<file path="config.mk">
export PLATFORM = sky130hd
export DESIGN_NAME = fsw_ctrl
export DESIGN_NICKNAME = d
export VERILOG_FILES = /design/src/fsw_pkg.sv /design/src/fsw_ctrl.sv /design/src/fsw_latches.sv /design/src/fsw_unlock.sv
export SDC_FILE = /design/constraint.sdc
export NUM_CORES = 1
export LEC_CHECK = 0
export BUFFER_PORTS_ARGS = -buffer_cell sky130_fd_sc_hd__buf_2
export CORE_MARGIN = 2
export CORE_UTILIZATION = 30
export DETAILED_ROUTE_END_ITERATION = 6
export HOLD_SLACK_MARGIN = 0.03
export SYNTH_ARGS = -nofsm -noshare
export SYNTH_HDL_FRONTEND = slang
export SYNTH_SLANG_ARGS = --single-unit
</file>
<file path="constraint.sdc">
create_clock -name core_clk_i -period 2.4 [get_ports core_clk_i]
set_clock_uncertainty 0.05 [all_clocks]
set_input_delay 0.12 -clock core_clk_i [delete_from_list [all_inputs] [get_ports core_clk_i]]
set_output_delay 0.12 -clock core_clk_i [all_outputs]
set_load 0.05 [all_outputs]
</file>
<file path="src/fsw_pkg.sv">
// Package: constants and carrier types of the flash self-write controller
package fsw_pkg;

    // ------------------------------------------------------------
    // Array geometry
    // ------------------------------------------------------------
    localparam int FSW_WORD_W = 14;
    localparam int FSW_ROW_WORDS = 32;
    localparam int FSW_IDX_W = 5;
    localparam logic [13:0] FSW_BLANK = 14'h3FFF;
    localparam logic [13:0] FSW_NOP = 14'h0000;
    // Reserved opcode group, fetched as a no-operation
    localparam logic [13:0] FSW_RSVD_MASK = 14'h3FF0;
    localparam logic [13:0] FSW_RSVD_VAL = 14'h0010;

    // ------------------------------------------------------------
    // Register offsets
    // ------------------------------------------------------------
    localparam logic [3:0] FSW_OFS_ADRL = 4'h0;
    localparam logic [3:0] FSW_OFS_ADRH = 4'h1;
    localparam logic [3:0] FSW_OFS_DATL = 4'h2;
    localparam logic [3:0] FSW_OFS_DATH = 4'h3;
    localparam logic [3:0] FSW_OFS_CTL = 4'h4;
    localparam logic [3:0] FSW_OFS_KEY = 4'h5;
    localparam logic [3:0] FSW_OFS_IRQ = 4'h6;
    localparam logic [3:0] FSW_OFS_PTRL = 4'h7;
    localparam logic [3:0] FSW_OFS_PTRH = 4'h8;
    localparam logic [3:0] FSW_OFS_IND = 4'h9;

    // ------------------------------------------------------------
    // Field positions and reset values
    // ------------------------------------------------------------
    localparam int FSW_B_RD = 0;
    localparam int FSW_B_WR = 1;
    localparam int FSW_B_EN = 2;
    localparam int FSW_B_ERR = 3;
    localparam int FSW_B_FREE = 4;
    localparam int FSW_B_LATCH_ONLY_MODE = 5;
    localparam int FSW_B_REGS = 6;
    localparam logic [6:0] FSW_CTL_SOFT = 7'h74;
    localparam logic [6:0] FSW_CTL_RST = 7'h00;
    localparam int FSW_B_DONE = 0;
    localparam int FSW_B_IE = 1;
    localparam int FSW_B_PFM = 7;
    localparam logic [7:0] FSW_BYTE_RST = 8'h00;
    localparam logic [7:0] FSW_KEY1 = 8'h55;
    localparam logic [7:0] FSW_KEY2 = 8'hAA;

    // ------------------------------------------------------------
    // Configuration space windows
    // ------------------------------------------------------------
    localparam logic [14:0] FSW_UID_HI = 15'h0003;
    localparam logic [14:0] FSW_DID_LO = 15'h0005;
    localparam logic [14:0] FSW_CFG_LO = 15'h0007;
    localparam logic [14:0] FSW_CFG_HI = 15'h000B;
    localparam logic [14:0] FSW_DIA_LO = 15'h0100;
    localparam logic [14:0] FSW_DIA_HI = 15'h02FF;

    // Request toward the flash array
    typedef struct packed {
        logic rd;
        logic erase;
        logic prog;
        logic cfg;
        logic [14:0] addr;
    } fsw_flash_req_t;

endpackage : fsw_pkg

</file>
<file path="src/fsw_ctrl.sv">
// Flash self-write controller: register access to the program flash
// Function
// - Program flash is rows of 32 words of 14 bits; row erase only.
// - Erase sets a row to ones; program clears bits; reads one word.
// - Program or erase stalls the CPU until the array timer ends it.
// - A fetched word that is no valid instruction executes as NOP.
// - Indirect read hits flash when pointer bit 7 set; self-pointer reads 0.
// - Indirect read takes two cycles, stalls the CPU, delivers one byte.
// - Indirect stores to program flash have no effect.
// - Register writes or erases to protected areas are blocked.
// - Read: choose region, load address, set read bit; hardware clears it.
// - Read word lands in data pair as the two-cycle read stall ends and is held there.
// - Unlock is 55h, AAh to key register, then write bit, consecutively.
// - Erase, latch transfer and config writes need a full unlock.
// - A disturbed unlock performs neither latch load nor program nor erase.
// - Erase: region, address, erase and enable bits, unlock; no auto erase.
// - Erase of a protected address clears the write bit, memory untouched.
// - Finished operation sets done flag; interrupt only when enabled.
// - Row erase leaves write latches and enable bit unchanged.
// - Upper ten address bits pick the row, low five bits the latch.
// - Finished program resets every write latch to 3FFFh.
// - Latch-only mode loads one latch; otherwise all latches program the row.
// - Write or erase at a protected location sets the error flag.
// - Broken unlock sets the error flag; software clears or sets it.
`timescale 1ns/1ps
module fsw_ctrl
    import fsw_pkg::*;
#(
    parameter int ROW_WORDS = FSW_ROW_WORDS,
    parameter int WORD_W = FSW_WORD_W
) (
    input wire logic core_clk_i,
    input wire logic reset_n_i,
    input wire logic [3:0] reg_addr_i,
    input wire logic [7:0] reg_wdata_i,
    input wire logic reg_wr_i,
    input wire logic reg_rd_i,
    output logic [7:0] reg_rdata_o,
    input wire logic seq_disturb_i,
    input wire logic [6:0] protect_top_i,
    input wire logic fetch_req_i,
    input wire logic [14:0] fetch_addr_i,
    output logic fetch_valid_o,
    output logic [13:0] fetch_word_o,
    output logic cpu_stall_o,
    output logic done_irq_o,
    output fsw_flash_req_t flash_req_o,
    output logic [ROW_WORDS*WORD_W-1:0] flash_wdata_o,
    input wire logic [13:0] flash_rdata_i,
    input wire logic flash_done_i
);

    if (ROW_WORDS != FSW_ROW_WORDS || WORD_W != FSW_WORD_W) begin : g_chk
        $error("fsw_ctrl: address split serves 32 words of 14 bits only");
    end

    typedef enum logic [1:0] {S_IDLE, S_REQ, S_CAP, S_OP} fsw_state_t;
    typedef enum logic [1:0] {K_NVM, K_IND, K_FETCH, K_OP} fsw_kind_t;

    fsw_state_t st_reg;
    fsw_state_t st_next;
    fsw_kind_t kind_reg;
    fsw_kind_t kind_next;
    fsw_flash_req_t freq_next;
    logic [7:0] adrl_reg, adrh_reg, datl_reg;
    logic [5:0] dath_reg;
    logic [7:0] ptrl_reg, ptrh_reg, ind_reg;
    logic [6:0] ctl_reg, ctl_next;
    logic done_reg, ie_reg, op_erase_reg, ind_pend_reg;
    logic [7:0] rd_mux;
    logic unl_ok, unl_broken;

    // ------------------------------------------------------------
    // Register decode
    // ------------------------------------------------------------
    wire wr_adrl = reg_wr_i && reg_addr_i == FSW_OFS_ADRL;
    wire wr_adrh = reg_wr_i && reg_addr_i == FSW_OFS_ADRH;
    wire wr_datl = reg_wr_i && reg_addr_i == FSW_OFS_DATL;
    wire wr_dath = reg_wr_i && reg_addr_i == FSW_OFS_DATH;
    wire wr_ctl = reg_wr_i && reg_addr_i == FSW_OFS_CTL;
    wire wr_key = reg_wr_i && reg_addr_i == FSW_OFS_KEY;
    wire wr_irq = reg_wr_i && reg_addr_i == FSW_OFS_IRQ;
    wire wr_ptrl = reg_wr_i && reg_addr_i == FSW_OFS_PTRL;
    wire wr_ptrh = reg_wr_i && reg_addr_i == FSW_OFS_PTRH;
    // Stores to the indirect register decode to nothing
    wire wr_ind = reg_wr_i && reg_addr_i == FSW_OFS_IND;

    // ------------------------------------------------------------
    // Address checks
    // ------------------------------------------------------------
    wire [14:0] nvm_addr = {adrh_reg[6:0], adrl_reg};
    wire cfg = ctl_reg[FSW_B_REGS];
    wire cfg_rdok = nvm_addr <= FSW_UID_HI
        || (nvm_addr >= FSW_DID_LO && nvm_addr <= FSW_CFG_HI)
        || (nvm_addr >= FSW_DIA_LO && nvm_addr <= FSW_DIA_HI);
    wire cfg_wrok = nvm_addr <= FSW_UID_HI
        || (nvm_addr >= FSW_CFG_LO && nvm_addr <= FSW_CFG_HI);
    // Protection boundary comes from configuration, not from software
    wire wr_prot = cfg ? !cfg_wrok
        : nvm_addr[14:8] < protect_top_i;
    wire nvm_rdok = !cfg || cfg_rdok;
    wire [13:0] rd_word = nvm_rdok ? flash_rdata_i : 14'h0000;

    // ------------------------------------------------------------
    // Operation selection
    // ------------------------------------------------------------
    wire idle = st_reg == S_IDLE;
    wire free = ctl_reg[FSW_B_FREE];
    wire latch_only_mode = !free && ctl_reg[FSW_B_LATCH_ONLY_MODE];
    wire wr_go = idle && ctl_reg[FSW_B_WR];
    wire lat_go = wr_go && latch_only_mode;
    wire wr_blk = wr_go && !latch_only_mode && wr_prot;
    wire op_go = wr_go && !latch_only_mode && !wr_prot;
    wire rd_go = idle && !ctl_reg[FSW_B_WR] && ctl_reg[FSW_B_RD];
    wire ind_go = idle && !wr_go && !rd_go && ind_pend_reg;
    wire fetch_go = idle && !wr_go && !rd_go && !ind_pend_reg
        && fetch_req_i;
    wire op_fin = st_reg == S_OP && flash_done_i;
    wire cap = st_reg == S_CAP;
    wire cap_nvm = cap && kind_reg == K_NVM;
    wire cap_ind = cap && kind_reg == K_IND;
    wire cap_fet = cap && kind_reg == K_FETCH;
    wire illegal = (flash_rdata_i & FSW_RSVD_MASK) == FSW_RSVD_VAL;
    wire ptr_pfm = ptrh_reg[FSW_B_PFM];
    wire hw_err = wr_blk || unl_broken;
    wire start_wr = wr_ctl && reg_wdata_i[FSW_B_WR];

    fsw_unlock u_unlock (
        .core_clk_i(core_clk_i),
        .reset_n_i(reset_n_i),
        .key_wr_i(wr_key),
        .key_data_i(reg_wdata_i),
        .any_acc_i(reg_wr_i || reg_rd_i),
        .start_i(start_wr),
        .disturb_i(seq_disturb_i),
        .ok_o(unl_ok),
        .broken_o(unl_broken)
    );

    // ------------------------------------------------------------
    // Control register next value
    // ------------------------------------------------------------
    wire [6:0] ctl_base = wr_ctl
        ? ((reg_wdata_i[6:0] & FSW_CTL_SOFT) | (ctl_reg & ~FSW_CTL_SOFT))
        : ctl_reg;

    // Hardware set beats the clear in the same cycle
    always_comb begin
        ctl_next = ctl_base;
        ctl_next[FSW_B_RD] = (wr_ctl && reg_wdata_i[FSW_B_RD])
            || (ctl_reg[FSW_B_RD] && !cap_nvm);
        ctl_next[FSW_B_WR] = (unl_ok && ctl_reg[FSW_B_EN])
            || (ctl_reg[FSW_B_WR] && !(lat_go || wr_blk || op_fin));
        ctl_next[FSW_B_ERR] = hw_err || (wr_ctl ? reg_wdata_i[FSW_B_ERR]
            : ctl_reg[FSW_B_ERR]);
    end

    // ------------------------------------------------------------
    // Sequencer
    // ------------------------------------------------------------
    always_comb begin
        st_next = st_reg;
        kind_next = kind_reg;
        unique case (st_reg)
            S_IDLE: begin
                if (op_go) begin
                    st_next = S_OP;
                    kind_next = K_OP;
                end else if (rd_go) begin
                    st_next = S_REQ;
                    kind_next = K_NVM;
                end else if (ind_go) begin
                    st_next = S_REQ;
                    kind_next = K_IND;
                end else if (fetch_go) begin
                    st_next = S_REQ;
                    kind_next = K_FETCH;
                end
            end
            S_REQ: st_next = S_CAP;
            S_CAP: st_next = S_IDLE;
            S_OP: begin
                if (flash_done_i) begin
                    st_next = S_IDLE;
                end
            end
        endcase
    end

    // Row operations go out row-aligned; reads carry the full address
    always_comb begin
        freq_next.rd = rd_go || (ind_go && ptr_pfm) || fetch_go;
        freq_next.erase = op_go && free;
        freq_next.prog = op_go && !free;
        freq_next.cfg = (rd_go || op_go) && cfg;
        if (op_go) begin
            freq_next.addr = {nvm_addr[14:5], 5'h00};
        end else if (rd_go) begin
            freq_next.addr = nvm_addr;
        end else if (ind_go) begin
            freq_next.addr = {ptrh_reg[6:0], ptrl_reg};
        end else begin
            freq_next.addr = fetch_addr_i;
        end
    end

    always_ff @(posedge core_clk_i or negedge reset_n_i) begin
        if (!reset_n_i) begin
            st_reg <= S_IDLE;
            kind_reg <= K_NVM;
            flash_req_o <= '0;
            cpu_stall_o <= 1'b0;
            op_erase_reg <= 1'b0;
        end else begin
            st_reg <= st_next;
            kind_reg <= kind_next;
            flash_req_o <= freq_next;
            cpu_stall_o <= st_next != S_IDLE && kind_next != K_FETCH;
            if (op_go) begin
                op_erase_reg <= free;
            end
        end
    end

    // ------------------------------------------------------------
    // Software registers
    // ------------------------------------------------------------
    always_ff @(posedge core_clk_i or negedge reset_n_i) begin
        if (!reset_n_i) begin
            adrl_reg <= FSW_BYTE_RST;
            adrh_reg <= FSW_BYTE_RST;
            ptrl_reg <= FSW_BYTE_RST;
            ptrh_reg <= FSW_BYTE_RST;
            ctl_reg <= FSW_CTL_RST;
            ie_reg <= 1'b0;
            done_reg <= 1'b0;
            ind_pend_reg <= 1'b0;
        end else begin
            if (wr_adrl) adrl_reg <= reg_wdata_i;
            if (wr_adrh) adrh_reg <= {1'b0, reg_wdata_i[6:0]};
            if (wr_ptrl) ptrl_reg <= reg_wdata_i;
            if (wr_ptrh) ptrh_reg <= reg_wdata_i;
            if (wr_irq) ie_reg <= reg_wdata_i[FSW_B_IE];
            ctl_reg <= ctl_next;
            done_reg <= op_fin || (wr_irq ? reg_wdata_i[FSW_B_DONE]
                : done_reg);
            ind_pend_reg <= wr_ptrl || wr_ptrh || (ind_pend_reg && !ind_go);
        end
    end

    // Captured word stays until the next read or a software write
    always_ff @(posedge core_clk_i or negedge reset_n_i) begin
        if (!reset_n_i) begin
            datl_reg <= FSW_BYTE_RST;
            dath_reg <= '0;
        end else if (cap_nvm) begin
            datl_reg <= rd_word[7:0];
            dath_reg <= rd_word[13:8];
        end else begin
            if (wr_datl) datl_reg <= reg_wdata_i;
            if (wr_dath) dath_reg <= reg_wdata_i[5:0];
        end
    end

    // Data space and the indirect registers themselves read as zero
    always_ff @(posedge core_clk_i or negedge reset_n_i) begin
        if (!reset_n_i) begin
            ind_reg <= FSW_BYTE_RST;
        end else if (cap_ind) begin
            ind_reg <= ptr_pfm ? flash_rdata_i[7:0] : 8'h00;
        end
    end

    always_ff @(posedge core_clk_i or negedge reset_n_i) begin
        if (!reset_n_i) begin
            fetch_valid_o <= 1'b0;
            fetch_word_o <= FSW_NOP;
            done_irq_o <= 1'b0;
        end else begin
            fetch_valid_o <= cap_fet;
            if (cap_fet) begin
                fetch_word_o <= illegal ? FSW_NOP : flash_rdata_i;
            end
            done_irq_o <= done_reg && ie_reg;
        end
    end

    fsw_latches #(
        .WORDS(ROW_WORDS),
        .WIDTH(WORD_W)
    ) u_latches (
        .core_clk_i(core_clk_i),
        .reset_n_i(reset_n_i),
        .load_i(lat_go),
        .idx_i(adrl_reg[4:0]),
        .data_i({dath_reg, datl_reg}),
        .blank_i(op_fin && !op_erase_reg),
        .bus_o(flash_wdata_o)
    );

    // ------------------------------------------------------------
    // Read-back
    // ------------------------------------------------------------
    always_comb begin
        unique case (reg_addr_i)
            FSW_OFS_ADRL: rd_mux = adrl_reg;
            FSW_OFS_ADRH: rd_mux = adrh_reg;
            FSW_OFS_DATL: rd_mux = datl_reg;
            FSW_OFS_DATH: rd_mux = {2'b00, dath_reg};
            FSW_OFS_CTL: rd_mux = {1'b0, ctl_reg};
            FSW_OFS_IRQ: rd_mux = {6'h00, ie_reg, done_reg};
            FSW_OFS_PTRL: rd_mux = ptrl_reg;
            FSW_OFS_PTRH: rd_mux = ptrh_reg;
            FSW_OFS_IND: rd_mux = ind_reg;
            default: rd_mux = 8'h00;
        endcase
    end

    always_ff @(posedge core_clk_i or negedge reset_n_i) begin
        if (!reset_n_i) begin
            reg_rdata_o <= 8'h00;
        end else begin
            reg_rdata_o <= reg_rd_i ? rd_mux : 8'h00;
        end
    end
endmodule : fsw_ctrl

</file>
<file path="src/fsw_latches.sv">
// Row write latches of the flash self-write controller
`timescale 1ns/1ps
module fsw_latches
    import fsw_pkg::*;
#(
    parameter int WORDS = FSW_ROW_WORDS,
    parameter int WIDTH = FSW_WORD_W,
    parameter int IDX_W = $clog2(WORDS)
) (
    input wire logic core_clk_i,
    input wire logic reset_n_i,
    input wire logic load_i,
    input wire logic [IDX_W-1:0] idx_i,
    input wire logic [WIDTH-1:0] data_i,
    input wire logic blank_i,
    output logic [WORDS*WIDTH-1:0] bus_o
);

    if (WORDS < 2 || WIDTH < 1 || (1 << IDX_W) != WORDS) begin : g_chk
        $error("fsw_latches: WORDS must be a power of two");
    end

    logic [WIDTH-1:0] mem_reg [WORDS];

    // Blank clears every word at once; erased cells read all ones
    always_ff @(posedge core_clk_i or negedge reset_n_i) begin
        if (!reset_n_i) begin
            for (int i = 0; i < WORDS; i++) begin
                mem_reg[i] <= {WIDTH{1'b1}};
            end
        end else if (blank_i) begin
            for (int i = 0; i < WORDS; i++) begin
                mem_reg[i] <= {WIDTH{1'b1}};
            end
        end else if (load_i) begin
            mem_reg[idx_i] <= data_i;
        end
    end

    for (genvar g = 0; g < WORDS; g++) begin : g_bus
        assign bus_o[g*WIDTH +: WIDTH] = mem_reg[g];
    end

endmodule : fsw_latches

</file>
<file path="src/fsw_unlock.sv">
// Unlock key sequence tracker of the flash self-write controller
`timescale 1ns/1ps
module fsw_unlock
    import fsw_pkg::*;
(
    input wire logic core_clk_i,
    input wire logic reset_n_i,
    input wire logic key_wr_i,
    input wire logic [7:0] key_data_i,
    input wire logic any_acc_i,
    input wire logic start_i,
    input wire logic disturb_i,
    output logic ok_o,
    output logic broken_o
);

    typedef enum logic [1:0] {U_IDLE, U_KEY1, U_KEY2} fsw_ustate_t;

    fsw_ustate_t st_reg;
    fsw_ustate_t st_next;

    wire key1 = key_wr_i && key_data_i == FSW_KEY1;
    wire key2 = key_wr_i && key_data_i == FSW_KEY2;

    assign ok_o = st_reg == U_KEY2 && start_i && !disturb_i;
    assign broken_o = st_reg != U_IDLE && disturb_i;

    // Any other bus access between the steps voids the sequence
    always_comb begin
        st_next = st_reg;
        if (disturb_i) begin
            st_next = U_IDLE;
        end else if (key1) begin
            st_next = U_KEY1;
        end else if (key2 && st_reg == U_KEY1) begin
            st_next = U_KEY2;
        end else if (any_acc_i) begin
            st_next = U_IDLE;
        end
    end

    always_ff @(posedge core_clk_i or negedge reset_n_i) begin
        if (!reset_n_i) begin
            st_reg <= U_IDLE;
        end else begin
            st_reg <= st_next;
        end
    end

endmodule : fsw_unlock
</file>
======== Word-level counts from Yosys, hierarchy flattened ========
Index checks and enable logic that the tools add are counted.
word-level totals
  bits in registers ....................... 562
  bits of input ports ..................... 55
  output and inout port bits .............. 492
  word-level logic and storage cells ...... 213
cells by class
  $lt $le $gt $ge ......................... 9
  equal/unequal tests ..................... 20
  mux-type cells .......................... 35
  bitwise gates (word level) .............. 2
  reduce and logical (&&, ||, !) cells .... 89
operators by type and width
  operator                                                           number
  2-to-1 mux 448 bit                                                 2
  bitwise mux 448 bit                                                1
  one-hot mux 8 bit (9 select lines)                                 1
  demux 14 bit (select 5 bit)                                        1
  logical AND 1 bit                                                  49
  2-to-1 mux 15 bit                                                  3
  2-to-1 mux 14 bit                                                  3
  2-to-1 mux 8 bit                                                   4
  >= comparator 15 x 3 -> 1 bit (second input constant)              2
  2-to-1 mux 2 bit                                                   14
  logical OR 1 bit                                                   17
  == test 4 x 3 -> 1 bit (second input constant)                     4
  >= comparator 15 x 9 -> 1 bit (second input constant)              1
  less-or-equal comparator 15 x 10 -> 1 bit (second input constant)  1
  less-or-equal comparator 15 x 2 -> 1 bit (second input constant)   1
  less-or-equal comparator 15 x 4 -> 1 bit (second input constant)   1
  logical NOT 1 bit                                                  14
  2-to-1 mux 6 bit                                                   2
  == test 10 x 1 -> 1 bit (second input constant)                    1
  nonzero test 2 bit                                                 5
  == test 2 bit (second input constant)                              4
  == test 4 x 2 -> 1 bit (second input constant)                     2
  == test 4 bit (second input constant)                              2
  == test 8 x 7 -> 1 bit (second input constant)                     1
  other kinds (14)                                                   19

======== Longest topological paths before layout ========
Gate-level depths: netlist of run 1.
  depth after elaboration ................. 14
  depth in mapped cells ................... 9
  gate-level depth less buffers ........... 7

======== Modules after synthesis ========
From an unflattened synthesis of run 1, not the netlist that was laid out.
second synthesis, totals
  cells, all modules ...................... 1,731
  area, all modules ....................... 23,348.6 µm²
modules (own cells, without submodules)
  module       times used  cells each  area each (µm²)  seq. area each (µm²)
  fsw_latches  1           1,198       17,669.4         11,771.3
  fsw_ctrl     1           516         5,489.0          2,802.7
  fsw_unlock   1           17          190.2            50.0

======== Worst setup path before layout of run 1 ========
No wires, ideal clock.
  kind .................................... register to register
  from .................................... reg st_reg[0]
  to ...................................... reg flash_req_o[10] in the netlist's numbering
  setup time .............................. 0.125 ns
  data arrival time ....................... 2.206 ns
  required time ........................... 2.225 ns
  path slack .............................. 0.020 ns
  cell stages (with the launch flop) ...... 8
  buffers on the path ..................... 3
  clock period less this slack ............ 2.380 ns
  cell sequence ........................... dfrtp_1 -> clkbuf_1 -> nor3_1 -> and3b_1 -> clkbuf_1 -> buf_2 -> mux2_2 -> mux2_2
RTL lines
  element                   line             RTL
  start: declaration        fsw_ctrl.sv:60   fsw_state_t st_reg;
  start signal: assignment  fsw_ctrl.sv:215  st_reg <= st_next;
  end signal: assignment    fsw_ctrl.sv:217  flash_req_o <= freq_next;
  end: declaration          fsw_ctrl.sv:47   output fsw_flash_req_t flash_req_o,

==> results.toml, run 1 <==
[floorplan]
die_h_um = 288
die-area_mm2 = 0.0832
die_x_um = 288
boundaryPins = 547
core_mm2 = 0.0803
rows = 104
start_util = 0.302

[sta]
slew_viol_final = 0
finalCritPeriodShare = 0.978
finalHoldViolCount = 0
worstMarginPinSlew_ns = 0.855
setup_viol = 0
max_freq_mhz = 426
min_period_ns = 2.35
hold_ws_ns = 0.114
fin_setup_tns_ns = 0
slew_headroom = 0.430

[cells_and_area]
syn_to_final_growth_pct = 30.4
largest_register_ffs = 448
drive_above_1_share = 0.427
fillers = 7943
antenna_cells = 0
final_area_mm2 = 0.0316
regArea_mm2 = 0.0146
multiInputGateArea_mm2 = 0.00873
nNetsFinal = 3239
final_util = 0.394

[flow_run]
maxCapViolCount = 0

[grt]
grt_start_max_net_pins = 130
grt_use_met1 = 0.297
antenna_found_initial = 3
first_global_vias = 20800
grt_overflow = 0
busiest_layer = "met2"
grt_pass1_wl_um = 138000
met3_usage = 0.0393
grtUsageMet2 = 0.357
grt_usage = 0.219

[synthesis]
yosysWarnings = 0
synth_edf_count = 0
netlist_area_mm2 = 0.0243
syn_inst = 2587
synth_seq_cells = 562
synth_cell_types = 59
yosysSeqAreaShare = 0.603
syn_nets = 2648
synth_flop_cell = "dfstp_2"
syn_avg_cell_area_um2 = 9.38
async_reset_ff_frac = 1.00

[place]
dp_hpwl_um = 63400
io_buffers = 546
gp_congestion = 0.885
placed_cell_area_mm2 = 0.0290

[hold_path]
worst_hold_startpoint = "reg_addr_i[2]"
hp-class = "input port to register"
hold_path_end = "reg_rdata_o[6]"
hold-path-cell-count = 3

[worst_setup_path]
cp.arrival_ns = 2.80
critPathLaunchType = "register"
r2r_start = "adrh_reg[4]"
crit_type = "register to register"
cp.required_ns = 2.85
end_kind = "register"
worst-r2r-cell-count = 8
worstPathMaxFanout = 5
r2r_end = "flash_req_o[6]"
regToRegSetupSlack_ns = 0.05

[clock_tree]
cts_max_path_buffers = 3
root_buffer = "clkbuf_16"
cts.sink_count = 562
ctsHtreeMaxLevel = 2
clk_pin_slew_worst_paths_ns = 0.06
clkLatencyLatePin_ns = 0.62
cts_tree = "done"
cts_buffers = 61

[route]
drt-pass1-iter-count = 6
post_drt_wl_per_cell_um = 22.0
via_count = 21200
routed_wl_um = 94200
ant_nets = 0
via_per_inst = 4.94
drc = 0
drtIter0Drc = 1875

[power_and_ir_drop]
peakVddDrop_uv = 1020
p_per_area_mw_per_mm2 = 868
power.total_mw = 27.5
power_leakage_nw = 14.6

[status]
outcome = "finished, final reports clean"
placed cells by master, fill, tap and decap left out, drive strengths merged, types with 3 or more instances in the layout:
master | synthesis | routed
nand2 | 968 | 968
buf | 59 | 709
nand3 | 464 | 464
dfstp | 448 | 448
dfrtp | 114 | 114
clkbuf | 170 | 94
mux2 | 66 | 66
nor2 | 53 | 53
dlygate4sd3 | 0 | 48
o21ai | 37 | 37
mux2i | 24 | 24
nor3 | 19 | 19
or2 | 18 | 18
inv | 14 | 16
clkinv | 0 | 12
nor2b | 11 | 11
a21oi | 11 | 11
nor4 | 10 | 10
nand2b | 9 | 9
a22o | 9 | 9
or4 | 9 | 9
bufinv | 0 | 6
ha | 6 | 6
o211a | 5 | 5
a22oi | 5 | 5
nor4bb | 5 | 5
o211ai | 4 | 4
nand3b | 4 | 4
a31oi | 4 | 4
o31ai | 3 | 3
a221oi | 3 | 3
nand4 | 3 | 3
a32oi | 3 | 3
how the worst max path moves through the flow:
stage | start | to | depth (start not counted)
finish | adrh_reg[4] | flash_req_o[6] | 8
global route | adrh_reg[4] | flash_req_o[13] | 8
CTS | st_reg[1] | u_latches.bus_o[220] | 6
detailed placement | st_reg[1] | u_latches.bus_o[199] | 6
global placement | st_reg[1] | u_latches.bus_o[381] | 5
floorplan | st_reg[0] | flash_req_o[10] | 7
where the power goes:
group          internal [mW]  switching (mW)
Sequential              10.2            1.04
Combinational           1.68            4.64
Clock                   5.94            4.03
synthesized netlist by cell type (2+ instances only):
master | n | area [µm²]
nor2_1 | 53 | 199
a221oi_1 | 3 | 26.3
ha_1 | 6 | 75.1
a2111oi_0 | 2 | 17.5
dfstp_2 | 448 | 11800
a32oi_1 | 3 | 26.3
or2_1 | 11 | 68.8
o211ai_1 | 4 | 30.0
nand4_1 | 3 | 18.8
a21boi_0 | 2 | 15.0
mux2i_1 | 24 | 240
nand3b_1 | 4 | 30.0
mux4_2 | 2 | 45.0
nor4_1 | 10 | 62.6
mux2_2 | 66 | 743
or2_2 | 7 | 43.8
buf_4 | 12 | 90.1
a22oi_1 | 5 | 37.5
o21ai_0 | 36 | 180
o211a_1 | 5 | 50.1
inv_1 | 14 | 52.6
nor2b_1 | 11 | 68.8
nand2b_1 | 9 | 56.3
clkbuf_1 | 170 | 638
o32ai_1 | 2 | 17.5
nor3b_1 | 2 | 15.0
a22o_1 | 9 | 78.8
dfrtp_1 | 114 | 2850
a31oi_1 | 4 | 25.0
a21oi_1 | 11 | 55.1
nand2_1 | 968 | 3630
o31ai_1 | 3 | 22.5
or4_1 | 9 | 67.6
nor3_1 | 19 | 95.1
buf_1 | 15 | 56.3
nor4bb_1 | 5 | 50.1
buf_6 | 11 | 124
nand3_1 | 464 | 2320
buf_2 | 21 | 105
layout make-up:
| class | instances | share of cell area |
|---|---|---|
| sequential | 562 | 0.463 |
| timing repair buffer | 757 | 0.151 |
| inverter | 14 | 0.00166 |
| multi-input combinational | 1782 | 0.276 |
| clock buffer | 94 | 0.0585 |
| tap | 1060 | 0.0419 |
| clock inverter | 21 | 0.00862 |
per-stage QoR:
step / setup WS, ns / cells
6_report: 0.0519 / 4290
5_1_grt: -0.0170 / 4290
4_1_cts: -0.00422 / 4285
3_5_place_dp: -0.0389 / 4122
3_3_place_gp: 0.00213 / 4122
2_1_floorplan: 0.0196 / 2587
critical path, stage by stage, from the launching register on:
cell and delay, ns:
dfrtp_1 0.42, buf_4 0.16, or4_1 0.54, nor2_1 0.12, a41o_1 0.23, a32oi_2 0.13
buf_4 0.18, buf_6 0.13, mux2_2 0.26
metal layers:
metal | vias to the layer above | wire, µm
li1 | 9655 | -
met1 | 10600 | 40500
met2 | 811 | 45000
met3 | 175 | 5900
met4 | 2 | 2820
met5 | - | 13
timing repair:
action / CTS / global route
setup endpoints to repair: 54 / 181
cloned: 0 / 1
hold buffers: 48 / 0
setup buffers: 0 / 4
pin swaps: 0 / 1
endpoints found under the hold margin: 279 / 0
gates resized for setup: 8 / 16
cell families (layout without fill, tap and decap cells):
family	Yosys count	in the layout	synth area share
fa+ha+maj	6	6	0.00309
buf+inv	243	886	0.0439
xor+xnor	1	1	0.000361
mux	92	92	0.0424
simple gates	1583	1583	0.280
flops	562	562	0.603
compound gates	100	100	0.0277
Note: power is estimated with default switching activity, not from simulation.
==> inputs of run 2 (changes only) <==
--- a/config.mk
+++ b/config.mk
@@ -9,7 +9,9 @@
 export CORE_MARGIN = 2
 export CORE_UTILIZATION = 30
 export DETAILED_ROUTE_END_ITERATION = 6
+export GPL_TIMING_DRIVEN = 0
 export HOLD_SLACK_MARGIN = 0.03
 export SYNTH_ARGS = -nofsm -noshare
 export SYNTH_HDL_FRONTEND = slang
+export SYNTH_HIERARCHICAL = 1
 export SYNTH_SLANG_ARGS = --single-unit
==> results.toml, run 2 <==
[synthesis]
synth_seq_cells = 562
synth_flop_cell = "dfstp_2"
yosys.area.top_type_share = 0.504
synth_cell_types = 67
syn_nets = 1792
synth_adder_area_share = 0.00322
synth_edf_count = 0
synth_top_family_by_area = "compound AO/OA/AOI/OAI gates"
async_reset_ff_frac = 1.00
syn_inst = 1731
synth_area_leaders = "dfstp_2 (50%), a221o_1 (19%), dfrtp_1 (12%), clkbuf_1 (2.6%), mux2_2 (2.2%)"
synth-xor-area-share = 0
yosysWarnings = 6
synth_commonest_cells = "a221o_1 (448), dfstp_2 (448), clkbuf_1 (160)"
netlist_area_mm2 = 0.0233
synth_mux_area_frac = 0.0425
synth_compound_area_frac = 0.223
syn_avg_cell_area_um2 = 13.5
yosysSeqAreaShare = 0.626
post-synth-top-area-cell = "dfstp_2"
post_synth_and_or_nand_nor_area_fraction = 0.0627

[worst_setup_path]
worst-r2r-cell-count = 6
crit_type = "register to register"
r2r_start = "adrl_reg[7]"
critPathLaunchType = "register"
max_stage_delay_ns = 0.54
cp.arrival_ns = 2.88
regToRegSetupSlack_ns = -0.06
end_kind = "register"
cp.required_ns = 2.83
cp_cell_sequence = "or4_4 -> or3_4 -> o31ai_4 -> a32oi_4 -> buf_6 -> mux2_4"
slowest_stage = "or4_4"
r2r_end = "flash_req_o[6]"
worstPathMaxFanout = 5

[power_and_ir_drop]
p_per_area_mw_per_mm2 = 1760
clkPwrFrac = 0.203
power_frac_seq = 0.348
peakVddDrop_uv = 858
sw_frac_of_total = 0.476
power_leakage_nw = 12.8
combPwrFrac = 0.449
intPower_mw = 28.4
power.total_mw = 54.2
p_switching_mw = 25.8

[hold_path]
hold-path-cell-count = 5
worst_hold_startpoint = "reg_addr_i[3]"
hold_path_end = "reg_rdata_o[2]"
hp-class = "input port to register"

[clock_tree]
cts_max_path_buffers = 3
clk_pin_slew_worst_paths_ns = 0.06
cts.sink_count = 562
cts_tree = "done"
root_buffer = "clkbuf_16"
clkLatencyLatePin_ns = 0.61
ctsHtreeMaxLevel = 3
cts_buffers = 66

[route]
via_count = 19800
drt-pass1-iter-count = 6
drtIter0Drc = 1786
routed_wl_um = 108000
post_drt_wl_per_cell_um = 30.9
ant_nets = 0
drc = 0
via_per_inst = 5.69

[sta]
finalCritPeriodShare = 1.02
finalHoldViolCount = 0
max_freq_mhz = 407
slew_headroom = 0.372
hold_ws_ns = 0.148
min_period_ns = 2.46
rsz0062_at_grt = "yes"
setup_ws_ns = -0.0593
worstMarginPinSlew_ns = 0.939
setup_viol = 16
slew_viol_final = 0

[place]
dp_hpwl_um = 76700
place_ws_ns = -1.01
io_buffers = 544
dp_cells = 3320
gp_congestion = 0.900

[cells_and_area]
largest_register_ffs = 448
final-instance-count-excl-fill = 3486
layout_commonest_cell = "buf_2"
nNetsFinal = 2451
syn_to_final_growth_pct = 32.2
drive_above_1_share = 0.558
layout_common_cells = "buf_2 (574), a221o_1 (448), dfstp_2 (448), dfrtp_1 (105), nand2_1 (92)"
final_util = 0.400

[status]
violations = "negative setup slack"
outcome = "complete, but fails checks"

[floorplan]
rows = 102
die_x_um = 283
die-area_mm2 = 0.0801
boundaryPins = 547
core_mm2 = 0.0772
start_util = 0.302
die_h_um = 283

[grt]
first_global_vias = 20100
grt_use_met1 = 0.340
grt_start_max_net_pins = 125
grt_pass1_wl_um = 153000
met3_usage = 0.0673
antenna_found_initial = 8
grt_overflow = 0
busiest_layer = "met2"
grt_usage = 0.262
grtUsageMet2 = 0.416

[flow_run]
maxCapViolCount = 0
## run 2: cell types whose count changed in the layout (fill, tap and decap cells not counted), sizes merged, moves of 16 or more
cell    change
a221o     +448
and2       +46
and3       +17
buf        -72
clkbuf    +137
nand2     -855
nand3     -450
nor2       -18
or2        -16
## run 2: area by class of cell
| class | count | area, µm² |
|---|---|---|
| Fill cell | 7317 | 46300 |
| Sequential cell | 562 | 14600 |
| Multi-Input combinational cell | 925 | 7910 |
| Timing Repair Buffer | 613 | 3470 |
| Clock buffer | 91 | 1960 |
| Tap cell | 1040 | 1300 |
| Buffer | 209 | 1090 |
| Clock inverter | 30 | 432 |
| Inverter | 13 | 48.8 |
| Antenna cell | 3 | 7.51 |
## run 2: repair_timing
item	4_1_cts	5_1_grt
gates resized for setup	140	54
pin swaps	5	4
cloned	2	1
hold buffers	45	0
endpoints found under the setup margin	481	400
hold endpoints to repair	224	0
setup buffers	12	4
## run 2: logic make-up after synthesis
group,after synthesis
muxes,85
DFF,562
and+or+nand+nor,280
adders and majority gates,6
AOI/OAI and AO/OA,554
buffers and inverters,244
## run 2: worst max-delay path: cells and delay by family (launching register included)
family	cells	cell delay, ns
muxes	1	0.30
AOI/OAI and AO/OA	2	0.51
buffers and inverters	1	0.18
DFF	1	0.39
and+or+nand+nor	2	0.89
## run 2: stage by stage
stage	TNS [ns]	instance area, µm²
after floorplan	0	23300
after global placement	-4141.59	27400
after detailed placement	-336.66	27500
after CTS	-0.813	30800
after global routing	-1.62	30900
final	-0.558	30900
## run 2: layer usage
| metal | share of wire | routed length [µm] | vias to the layer above |
|---|---|---|---|
| li1 | - | - | 8157 |
| met1 | 0.41 | 44000 | 10400 |
| met2 | 0.47 | 50500 | 1058 |
| met3 | 0.084 | 9060 | 185 |
| met4 | 0.040 | 4260 | 0 |
| met5 | 0 | 0 | - |
## run 2: power groups by stage
| stage | clock network, mW | registers [mW] | logic (mW) |
|---|---|---|---|
| after floorplan | 0 | 30.4 | 5.19 |
| after global placement | 0 | 18.7 | 23.8 |
| after detailed placement | 0 | 18.8 | 24.0 |
| after CTS | 11.3 | 18.8 | 24.3 |
| after global routing | 11.7 | 19.3 | 25.2 |
| final | 11.0 | 18.9 | 24.3 |
## run 2: how the worst max path moves through the flow
stage	slack, ns	endpoint	from	cells past startpoint
final	-0.06	flash_req_o[6]	adrl_reg[7]	6
after global routing	-0.10	flash_req_o[5]	adrl_reg[7]	6
after CTS	-0.09	flash_req_o[6]	adrl_reg[7]	6
after detailed placement	-1.01	u_latches/bus_o[18]	st_reg[0]	8
after global placement	-9.55	flash_req_o[17]	reset_n_i	1
after floorplan	0.04	flash_req_o[10]	adrl_reg[4]	6
